File: src/fbc_map.svh
// register offsets, field positions, lookup tables and frame constants
`ifndef FBC_MAP_SVH
`define FBC_MAP_SVH
// ==========================================================
// register offsets
`define FBC_ADDR_PTR 5'h00
`define FBC_ADDR_CTRL 5'h01
`define FBC_ADDR_COARSE 5'h02
`define FBC_ADDR_FINE 5'h03
`define FBC_ADDR_CAL 5'h04
`define FBC_ADDR_PERIOD 5'h05
`define FBC_ADDR_SETTING 5'h06
`define FBC_ADDR_STATUS 5'h08
`define FBC_ADDR_RESULT 5'h09
`define FBC_ADDR_OTP_MODE 5'h0B
`define FBC_ADDR_OTP_ADDR 5'h0C
`define FBC_ADDR_OTP_STROBE 5'h0D
// ==========================================================
// field positions
`define FBC_CTRL_CAL_EN 1
`define FBC_CTRL_DOUBLER 2
`define FBC_CTRL_APPLY 4
`define FBC_CTRL_CH_I_EN 6
`define FBC_CTRL_CH_Q_EN 7
`define FBC_COARSE_LSB 6
`define FBC_STAT_BUSY 4
`define FBC_STAT_OTP_BUSY 5
`define FBC_PERIOD_MSB 14
`define FBC_SETTING_MSB 8
// ==========================================================
// frame and reset constants
`define FBC_CHIP_ID 3'h5
`define FBC_FRAME_BITS 6'h20
`define FBC_CNT_SAT 6'h3F
`define FBC_REG_RESET 24'h000000
`define FBC_MAX_COARSE 4'h8
`define FBC_MAX_FINE 4'hB
`define FBC_BW_RST_CORNER 7'h05
`define FBC_BW_RST_RATIO 11'h323
// ==========================================================
// lookup tables, entry 0 in the low bits
`define FBC_CORNER_TBL {7'h48, 7'h32, 7'h28, 7'h1C, 7'h14, 7'h0E, \
   7'h0A, 7'h07, 7'h05}
`define FBC_RATIO_TBL {11'h49F, 11'h470, 11'h449, 11'h427, 11'h406, \
   11'h3E2, 11'h3BF, 11'h39E, 11'h37D, 11'h35E, 11'h340, 11'h323}
// measurement bounds between adjacent fine codes
`define FBC_FINE_THR {24'hB46A86, 24'hAE3EB8, 24'hA83B6C, 24'hA37C30, \
   24'h9DC9E8, 24'h9817A0, 24'h92DEDE, 24'h8D7D9A, 24'h8895DC, \
   24'h83859C, 24'h7F1764}
`endif

File: src/fbc_pkg.sv
// types shared by the bandwidth and calibration control block
package fbc_pkg;
   typedef enum logic [1:0] {CAL_IDLE, CAL_SETTLE, CAL_MEASURE} fbc_state_t;
   typedef struct packed {
      logic sen_n;
      logic sck;
      logic sdi;
      logic cal_ref;
      logic trip;
   } fbc_pins_t;
   typedef struct packed {
      logic programmed;
      logic busy;
      logic [3:0] coarse;
      logic [3:0] fine;
   } fbc_otp_t;
   typedef struct packed {
      logic [3:0] coarse;
      logic [3:0] fine;
      logic [6:0] corner_mhz;
      logic [10:0] ratio_milli;
   } fbc_bw_t;
   typedef struct packed {
      logic [4:0] ptr;
      logic [23:0] ctrl;
      logic [23:0] coarse;
      logic [23:0] fine;
      logic [23:0] period;
      logic [23:0] setting;
      logic otp_mode;
      logic [3:0] otp_addr;
      logic otp_wr;
   } fbc_regs_t;
   typedef struct packed {
      logic sck_d;
      logic sen_d;
      logic [5:0] cnt;
      logic [31:0] rx;
      logic [31:0] tx;
      logic sdo;
      logic addressed;
   } fbc_spi_t;
   typedef struct packed {
      fbc_state_t state;
      logic cal_ref_d;
      logic [8:0] edges;
      logic [23:0] acc;
      logic [23:0] result;
      logic [3:0] code;
   } fbc_cal_t;
endpackage

File: src/fbc_sync.sv
// two-flop synchroniser for pin inputs
`timescale 1ns/1ps
module fbc_sync #(parameter int W = 1)
(
   input wire logic clk_i,
   input wire logic rst_i,
   input wire logic [W-1:0] d_i,
   output logic [W-1:0] q_o
);
   logic [W-1:0] meta;
   always_ff @(posedge clk_i)
   begin
      if (rst_i)
      begin
         meta <= '0;
         q_o <= '0;
      end
      else
      begin
         meta <= d_i;
         q_o <= meta;
      end
   end
endmodule

File: src/fbc_fine_pick.sv
// maps an rc measurement onto the nearest fine bandwidth code
`timescale 1ns/1ps
`include "fbc_map.svh"
module fbc_fine_pick
(
   input wire logic [23:0] result_i,
   output logic [3:0] code_o
);
   localparam logic [263:0] THR = `FBC_FINE_THR;
   // a slow rc needs a wider ratio, so each bound passed adds one code
   always_comb
   begin
      code_o = 4'h0;
      for (int i = 0; i < 11; i++)
      begin
         if (result_i >= THR[i*24 +: 24])
         begin
            code_o = code_o + 4'h1;
         end
      end
   end
endmodule

File: src/fbc_ctrl.sv
// bandwidth selection and rc calibration control behind the serial port
`timescale 1ns/1ps
`include "fbc_map.svh"
// Contract
// - measurement result readable as 24-bit field
// - coarse codes 0-8 decode to corners
// - fine codes 0-11 decode to ratios
// - new codes used only after apply bit, except a calibration result, which loads the active fine code at once
// - writing zero to start register calibrates
// - busy status high while calibration runs
// - result code in status, copied to fine
// - later host fine write overrides calibration
// - stored codes readable at calibration register
// - bias follows its channel enable
// - otp writable through serial port
module fbc_ctrl
(
   input wire logic REF_CLK_I,
   input wire logic RST_I,
   input wire logic SPI_EN_N_I,
   input wire logic SPI_CLK_I,
   input wire logic SPI_DATA_I,
   output logic SPI_DATA_O,
   output logic SPI_DATA_OE_O,
   input wire logic CALIBRATION_REFERENCE_CLOCK_I,
   input wire logic RC_TRIP_I,
   output logic RC_CHARGE_O,
   output logic CLK_DOUBLER_EN_O,
   input wire fbc_pkg::fbc_otp_t OTP_STRAP_I,
   output logic OTP_WRITE_O,
   output logic [3:0] OTP_BIT_ADDR_O,
   output fbc_pkg::fbc_bw_t BW_O,
   output logic CH_I_EN_O,
   output logic CH_Q_EN_O,
   output logic BIAS_I_EN_O,
   output logic BIAS_Q_EN_O
);
   import fbc_pkg::*;

   // ==========================================================
   // pin synchronisers
   fbc_pins_t pins_raw;
   fbc_pins_t pins;
   fbc_otp_t otp;
   assign pins_raw = '{sen_n: SPI_EN_N_I, sck: SPI_CLK_I, sdi: SPI_DATA_I,
      cal_ref: CALIBRATION_REFERENCE_CLOCK_I, trip: RC_TRIP_I};

   fbc_sync #(.W($bits(fbc_pins_t))) u_pin_sync
   (
      .clk_i(REF_CLK_I),
      .rst_i(RST_I),
      .d_i(pins_raw),
      .q_o(pins)
   );

   fbc_sync #(.W($bits(fbc_otp_t))) u_otp_sync
   (
      .clk_i(REF_CLK_I),
      .rst_i(RST_I),
      .d_i(OTP_STRAP_I),
      .q_o(otp)
   );

   // ==========================================================
   // state
   fbc_regs_t r;
   fbc_regs_t next_r;
   fbc_spi_t spi;
   fbc_spi_t next_spi;
   fbc_cal_t cal;
   fbc_cal_t next_cal;
   fbc_bw_t bw;
   fbc_bw_t next_bw;
   logic [3:0] pick_code;
   logic [23:0] rd_data;
   logic [23:0] wr_data;
   logic [4:0] wr_addr;
   logic wr;
   logic sck_rise;
   logic sen_fall;
   logic sen_rise;
   logic cal_edge;
   logic cal_start;
   logic cal_done;
   logic [23:0] step;

   fbc_fine_pick u_pick
   (
      .result_i(cal.acc),
      .code_o(pick_code)
   );

   function automatic logic [6:0] corner_of(input logic [3:0] c);
      logic [62:0] t;
      t = `FBC_CORNER_TBL;
      return (c <= `FBC_MAX_COARSE) ? t[c*7 +: 7] : 7'h00;
   endfunction

   function automatic logic [10:0] ratio_of(input logic [3:0] f);
      logic [131:0] t;
      t = `FBC_RATIO_TBL;
      return (f <= `FBC_MAX_FINE) ? t[f*11 +: 11] : 11'h000;
   endfunction

   // ==========================================================
   // serial frame decode
   assign sck_rise = pins.sck && !spi.sck_d;
   assign sen_fall = !pins.sen_n && spi.sen_d;
   assign sen_rise = pins.sen_n && !spi.sen_d;
   // frames of the wrong length or chip id leave the registers alone
   assign wr = sen_rise && (spi.cnt == `FBC_FRAME_BITS)
      && (spi.rx[2:0] == `FBC_CHIP_ID);
   assign wr_data = spi.rx[31:8];
   assign wr_addr = spi.rx[7:3];

   always_comb
   begin
      rd_data = 24'h000000;
      if (r.ptr == `FBC_ADDR_PTR)
         rd_data = {19'h00000, r.ptr};
      else if (r.ptr == `FBC_ADDR_CTRL)
         rd_data = r.ctrl;
      else if (r.ptr == `FBC_ADDR_COARSE)
         rd_data = r.coarse;
      else if (r.ptr == `FBC_ADDR_FINE)
         rd_data = r.fine;
      else if (r.ptr == `FBC_ADDR_CAL)
      begin
         if (otp.programmed)
            rd_data = {14'h0000, otp.coarse, 2'h0, otp.fine};
         else
            rd_data = {14'h0000, r.coarse[9:6], 2'h0, r.fine[3:0]};
      end
      else if (r.ptr == `FBC_ADDR_PERIOD)
         rd_data = r.period;
      else if (r.ptr == `FBC_ADDR_SETTING)
         rd_data = r.setting;
      else if (r.ptr == `FBC_ADDR_STATUS)
         rd_data = {18'h00000, otp.busy, cal.state != CAL_IDLE, cal.code};
      else if (r.ptr == `FBC_ADDR_RESULT)
         rd_data = cal.result;
      else if (r.ptr == `FBC_ADDR_OTP_MODE)
         rd_data = {23'h000000, r.otp_mode};
      else if (r.ptr == `FBC_ADDR_OTP_ADDR)
         rd_data = {20'h00000, r.otp_addr};
   end

   always_comb
   begin
      next_spi = spi;
      next_spi.sck_d = pins.sck;
      next_spi.sen_d = pins.sen_n;
      if (sen_fall)
      begin
         next_spi.cnt = 6'h00;
         next_spi.tx = {rd_data, r.ptr, `FBC_CHIP_ID};
      end
      else if (!pins.sen_n && sck_rise)
      begin
         next_spi.rx = {spi.rx[30:0], pins.sdi};
         next_spi.sdo = spi.tx[31];
         next_spi.tx = {spi.tx[30:0], 1'b0};
         if (spi.cnt != `FBC_CNT_SAT)
            next_spi.cnt = spi.cnt + 6'h01;
      end
      // a full frame for another chip id releases the shared data line
      if (sen_rise && spi.cnt == `FBC_FRAME_BITS)
         next_spi.addressed = (spi.rx[2:0] == `FBC_CHIP_ID);
   end

   // ==========================================================
   // register file
   assign cal_start = wr && (wr_addr == `FBC_ADDR_CAL)
      && (wr_data == 24'h000000) && r.ctrl[`FBC_CTRL_CAL_EN]
      && (cal.state == CAL_IDLE);

   always_comb
   begin
      next_r = r;
      next_bw = bw;
      next_r.otp_wr = 1'b0;
      // the fresh code, not the one left from the previous run
      if (cal_done)
         next_r.fine[3:0] = pick_code;
      if (wr)
      begin
         if (wr_addr == `FBC_ADDR_PTR)
            next_r.ptr = wr_data[4:0];
         else if (wr_addr == `FBC_ADDR_CTRL)
         begin
            next_r.ctrl = wr_data;
            next_r.ctrl[`FBC_CTRL_APPLY] = 1'b0;
            if (wr_data[`FBC_CTRL_APPLY])
            begin
               next_bw.coarse = r.coarse[9:6];
               next_bw.fine = r.fine[3:0];
            end
         end
         else if (wr_addr == `FBC_ADDR_COARSE)
            next_r.coarse = wr_data;
         else if (wr_addr == `FBC_ADDR_FINE)
            next_r.fine = wr_data;
         else if (wr_addr == `FBC_ADDR_PERIOD)
            next_r.period = {9'h000, wr_data[`FBC_PERIOD_MSB:0]};
         else if (wr_addr == `FBC_ADDR_SETTING)
            next_r.setting = {15'h0000, wr_data[`FBC_SETTING_MSB:0]};
         else if (wr_addr == `FBC_ADDR_OTP_MODE)
            next_r.otp_mode = wr_data[0];
         else if (wr_addr == `FBC_ADDR_OTP_ADDR)
            next_r.otp_addr = wr_data[3:0];
         else if (wr_addr == `FBC_ADDR_OTP_STROBE)
            next_r.otp_wr = r.otp_mode && !otp.busy;
      end
      // completion loads the active fine code even beside an apply
      if (cal_done)
         next_bw.fine = pick_code;
      next_bw.corner_mhz = corner_of(next_bw.coarse);
      next_bw.ratio_milli = ratio_of(next_bw.fine);
   end

   // ==========================================================
   // rc calibration sequencer
   // no edge of the reference clock means no progress: the host keeps it
   // running until busy drops
   assign cal_edge = r.ctrl[`FBC_CTRL_DOUBLER]
      ? (pins.cal_ref != cal.cal_ref_d) : (pins.cal_ref && !cal.cal_ref_d);
   assign step = r.ctrl[`FBC_CTRL_DOUBLER] ? {1'b0, r.period[23:1]}
      : r.period;
   assign cal_done = (cal.state == CAL_MEASURE) && pins.trip;

   always_comb
   begin
      next_cal = cal;
      next_cal.cal_ref_d = pins.cal_ref;
      case (cal.state)
         CAL_IDLE:
         begin
            if (cal_start)
            begin
               next_cal.state = CAL_SETTLE;
               next_cal.edges = 9'h000;
               next_cal.acc = 24'h000000;
            end
         end
         CAL_SETTLE:
         begin
            if (cal_edge)
            begin
               next_cal.edges = cal.edges + 9'h001;
               if (cal.edges + 9'h001 >= r.setting[8:0])
                  next_cal.state = CAL_MEASURE;
            end
         end
         CAL_MEASURE:
         begin
            if (pins.trip)
            begin
               next_cal.state = CAL_IDLE;
               next_cal.result = cal.acc;
               next_cal.code = pick_code;
            end
            else if (cal_edge)
            begin
               // saturate so a stuck comparator cannot wrap the count
               if (cal.acc > 24'hFFFFFF - step)
                  next_cal.acc = 24'hFFFFFF;
               else
                  next_cal.acc = cal.acc + step;
            end
         end
         default:
            next_cal.state = CAL_IDLE;
      endcase
   end

   always_ff @(posedge REF_CLK_I)
   begin
      if (RST_I)
      begin
         r <= '0;
         // the synced enable also resets low, so no false fall follows;
         // the rise after it carries no bit count and writes nothing
         spi <= '0;
         cal <= '{state: CAL_IDLE, default: '0};
         bw <= '{corner_mhz: `FBC_BW_RST_CORNER,
            ratio_milli: `FBC_BW_RST_RATIO, default: '0};
      end
      else
      begin
         r <= next_r;
         spi <= next_spi;
         cal <= next_cal;
         bw <= next_bw;
      end
   end

   // ==========================================================
   // outputs
   assign SPI_DATA_O = spi.sdo;
   assign SPI_DATA_OE_O = spi.addressed;
   assign RC_CHARGE_O = (cal.state == CAL_MEASURE);
   assign CLK_DOUBLER_EN_O = r.ctrl[`FBC_CTRL_DOUBLER];
   assign OTP_WRITE_O = r.otp_wr;
   assign OTP_BIT_ADDR_O = r.otp_addr;
   assign BW_O = bw;
   assign CH_I_EN_O = r.ctrl[`FBC_CTRL_CH_I_EN];
   assign CH_Q_EN_O = r.ctrl[`FBC_CTRL_CH_Q_EN];
   assign BIAS_I_EN_O = r.ctrl[`FBC_CTRL_CH_I_EN];
   assign BIAS_Q_EN_O = r.ctrl[`FBC_CTRL_CH_Q_EN];
endmodule

File: config.mk
export PLATFORM = sky130hd
export DESIGN_NAME = fbc_ctrl
export DESIGN_NICKNAME = d
export VERILOG_FILES = /design/src/fbc_pkg.sv /design/src/fbc_sync.sv /design/src/fbc_fine_pick.sv /design/src/fbc_ctrl.sv
export VERILOG_INCLUDE_DIRS = /design/src
export SDC_FILE = /design/constraint.sdc
export NUM_CORES = 1
export LEC_CHECK = 0
export ABC_CLOCK_PERIOD_IN_PS = 12000
export BUFFER_PORTS_ARGS = -buffer_cell sky130_fd_sc_hd__buf_2
export CORE_MARGIN = 2
export CORE_UTILIZATION = 35
export DETAILED_ROUTE_END_ITERATION = 16
export GPL_TIMING_DRIVEN = 0
export HOLD_SLACK_MARGIN = 0.08
export PLACE_DENSITY = 0.5
export SYNTH_ARGS = -nofsm -noshare
export SYNTH_HDL_FRONTEND = slang
export SYNTH_SLANG_ARGS = --single-unit
File: constraint.sdc
create_clock -name REF_CLK_I -period 12 [get_ports REF_CLK_I]
set_input_delay 1.2 -clock REF_CLK_I [delete_from_list [all_inputs] [get_ports REF_CLK_I]]
set_output_delay 1.2 -clock REF_CLK_I [all_outputs]
set_load 0.02 [all_outputs]
==> metrics.txt <==
status=finished, final reports clean; Combinational Power Share=3.2%; Max Cap Violations=0; final hold slack=0.437 ns; share of the synthesized area in the top cell type=39.2%; Via density=5.47; clock tree buffer depth=3; post-route antenna net violation count=0; Max VDD drop=81.1 uV; crit-path max FO=10; library cells used by synthesis=99; GP Congestion=0.964; Clk pwr share=51.3%; grt total ovfl=0; Setup crit end kind=register; Synth-to-Final Area Change=14.7%; Max Freq=115 MHz; largest net degree at the start of global routing=13; Synth area leader=dfxtp_1; synthesized instance count=1,893; largest cells by area after synthesis=dfxtp_1, nand2_1, a21oi_1; max incr delay on CP=0.59 ns; die area=0.0453 mm2; post-synthesis async set-or-reset flop share=0%; count leader, synth=nand2_1; Slew HR=10.9%; Final #Nets=2,054; Sw Share=23.0%; Critical Path Source=cal[45]$_SDFFE_PP0P_; Ports=56; syn avg cell area=8.07 um2; total power=2.21 mW; Seq cells post-synth=299; crit path DAT=9.11 ns; Critical Path RT=12.43 ns; TritonRoute pass-1 iters=8; sw power=0.506 mW; row count=76; Num CTS Buffers=36; Port-buffer cells=55; initial antenna violation count=0; Max Slew Vio Count=0; crit path launch type=register; total number of vias=14,213; final count of hold timing violations=0; area of the mapped netlist=0.0153 mm2; Fin Clk Skew=0.0238 ns; crit path time final=8.68 ns; drt wl/cell=20.3 um; first-pass GRT wire length=80,800 um; Ant. Diodes=0; layout cells sized above 1=10.0%; part of the power in registers=45.5%; most used cell along the critical path=ha_1; Worst Setup EP=BW_O[5]$_SDFF_PP1_; Worst-path clk slew=0.06 ns; Cell Int Power=1.70 mW; Final period util=72.4%; Post-CTS Resized=0; TNS Setup=0 ns; dpl hpwl=39,400 um; PwrDens=126 mW/mm2; number of global-route vias before repair=13,418; H-Tree Depth=2; LEAKAGE=6.46 nW; Placeable Area=0.0431 mm2; Ys Warns=0; Tightest Hold Check Type=register to register; DRT Wirelength=52,600 um; final setup fails=0; Crit Reg-Reg Endpoint=BW_O[5]$_SDFF_PP1_; Initial Utilization=35.5%; CTS tree=yes; Commonest cells post-synth=nand2_1, dfxtp_1, a21oi_1, nor2_1, clkbuf_1; RSZ-0062 raised after global routing=no; R2R depth=34; initial DRC count=1,303; CTS Hold Buffers Added=0; Main synth FF type=dfxtp_1; Global Route Usage Sum=23.4%; reg2reg start=cal[45]$_SDFFE_PP0P_; Reg2Reg Setup Slack=3.32 ns; sequential fraction of the synthesis area=39.2%; Worst-Margin Slew=1.33 ns; DRC Markers=0; Post-CTS Repair Setup Buffers=0; CTS sink cnt=299; utilization of the core after routing=40.7%; Root Buffer=clkbuf_16; CP max stage cell=a211oi_1; critical setup path kind=register to register; Chip Width=213 um; die height=213 um; Clk Latency, worst-skew pair=0.56 ns; number of synthesized flops with an enable pin=0; syn nets=1,958
[placed cells by master, fill, tap and decap left out, types with 32 or more instances in the layout]
cell type,count
nand3_1,32
ha_1,47
inv_1,51
buf_2,68
a21oi_1,224
clkbuf_16,38
nor2_1,139
nand2_1,382
dfxtp_1,299
nor2b_1,44
mux2i_1,41
clkbuf_1,130
o21ai_0,62
[through the flow]
stage / worst slack (ns) / instances / cell area [um2]
final: 3.32 / 2599 / 17500
after global routing: 2.71 / 2599 / 17500
after CTS: 3.40 / 2599 / 17500
after detailed placement: 3.49 / 2536 / 16300
after global placement: 3.52 / 2533 / 16300
after floorplan: 4.89 / 1893 / 15300
[layout make-up]
cell class | instances | area (um2)
fill | 4502 | 25600
clock buffer | 56 | 1080
multi-input combinational | 1396 | 8500
sequential | 299 | 5990
buffer | 144 | 598
inverter | 54 | 203
timing repair buffer | 58 | 297
clock inverter | 7 | 128
tap | 585 | 732
[worst min-delay path by stage]
stage                                        end                           from  cells after the start
global placement    u_otp_sync.q_o[8]$_SDFF_PP0_  u_otp_sync.meta[8]$_SDFF_PP0_                      1
detailed placement  u_otp_sync.q_o[8]$_SDFF_PP0_  u_otp_sync.meta[8]$_SDFF_PP0_                      1
global route        u_otp_sync.q_o[6]$_SDFF_PP0_  u_otp_sync.meta[6]$_SDFF_PP0_                      1
CTS                 u_otp_sync.q_o[8]$_SDFF_PP0_  u_otp_sync.meta[8]$_SDFF_PP0_                      1
floorplan           u_otp_sync.q_o[0]$_SDFF_PP0_  u_otp_sync.meta[0]$_SDFF_PP0_                      1
finish              u_otp_sync.q_o[8]$_SDFF_PP0_  u_otp_sync.meta[8]$_SDFF_PP0_                      1
[per-layer routing]
metal	global-route usage, %	share of wire [%]	vias up
met4	9.02	3.5	0
met2	37.4	45	449
met1	31.8	46	6829
met5	0	0	-
met3	3.21	5.5	102
li1	-	-	6833
[state kept, by name, indices dropped and copies added, names as in the netlist, 4 cells and up]
name	cells
BW_O	25
u_pin_sync.q_o	5
OTP_BIT_ADDR_O	4
spi	72
u_pin_sync.meta	5
u_otp_sync.q_o	10
u_otp_sync.meta	10
cal	64
r	98
[power by group through the flow]
stage / logic, mW / clock network (mW) / registers, mW
after floorplan: 0.0424 / 0 / 1.02
after global placement: 0.0698 / 0 / 1.03
after detailed placement: 0.0702 / 0 / 1.03
after CTS: 0.0706 / 1.16 / 1.00
after global routing: 0.0777 / 1.20 / 1.00
final: 0.0703 / 1.13 / 1.00
[worst max-delay path, delay by kind of cell (launching register included)]
kind | cells | cell delay (ns)
fa+ha+maj | 7 | 2.48
compound gates | 12 | 2.37
simple gates | 7 | 1.46
xor+xnor | 4 | 0.85
buf+inv | 3 | 0.82
flops | 1 | 0.30
mux | 1 | 0.28
[kinds of logic (layout without fill, tap and decap cells)]
group | count (synthesis) | in the layout | share of synthesized area (%)
xor gates and xnor gates | 51 | 51 | 3.72
and+or+nand+nor | 736 | 736 | 22.0
buffers and inverters | 198 | 319 | 5.24
AOI/OAI and AO/OA | 497 | 497 | 21.4
adders and majority gates | 48 | 48 | 3.98
DFF | 299 | 299 | 39.2
muxes | 64 | 64 | 4.45
No activity file was read; power rests on OpenSTA's default activity.
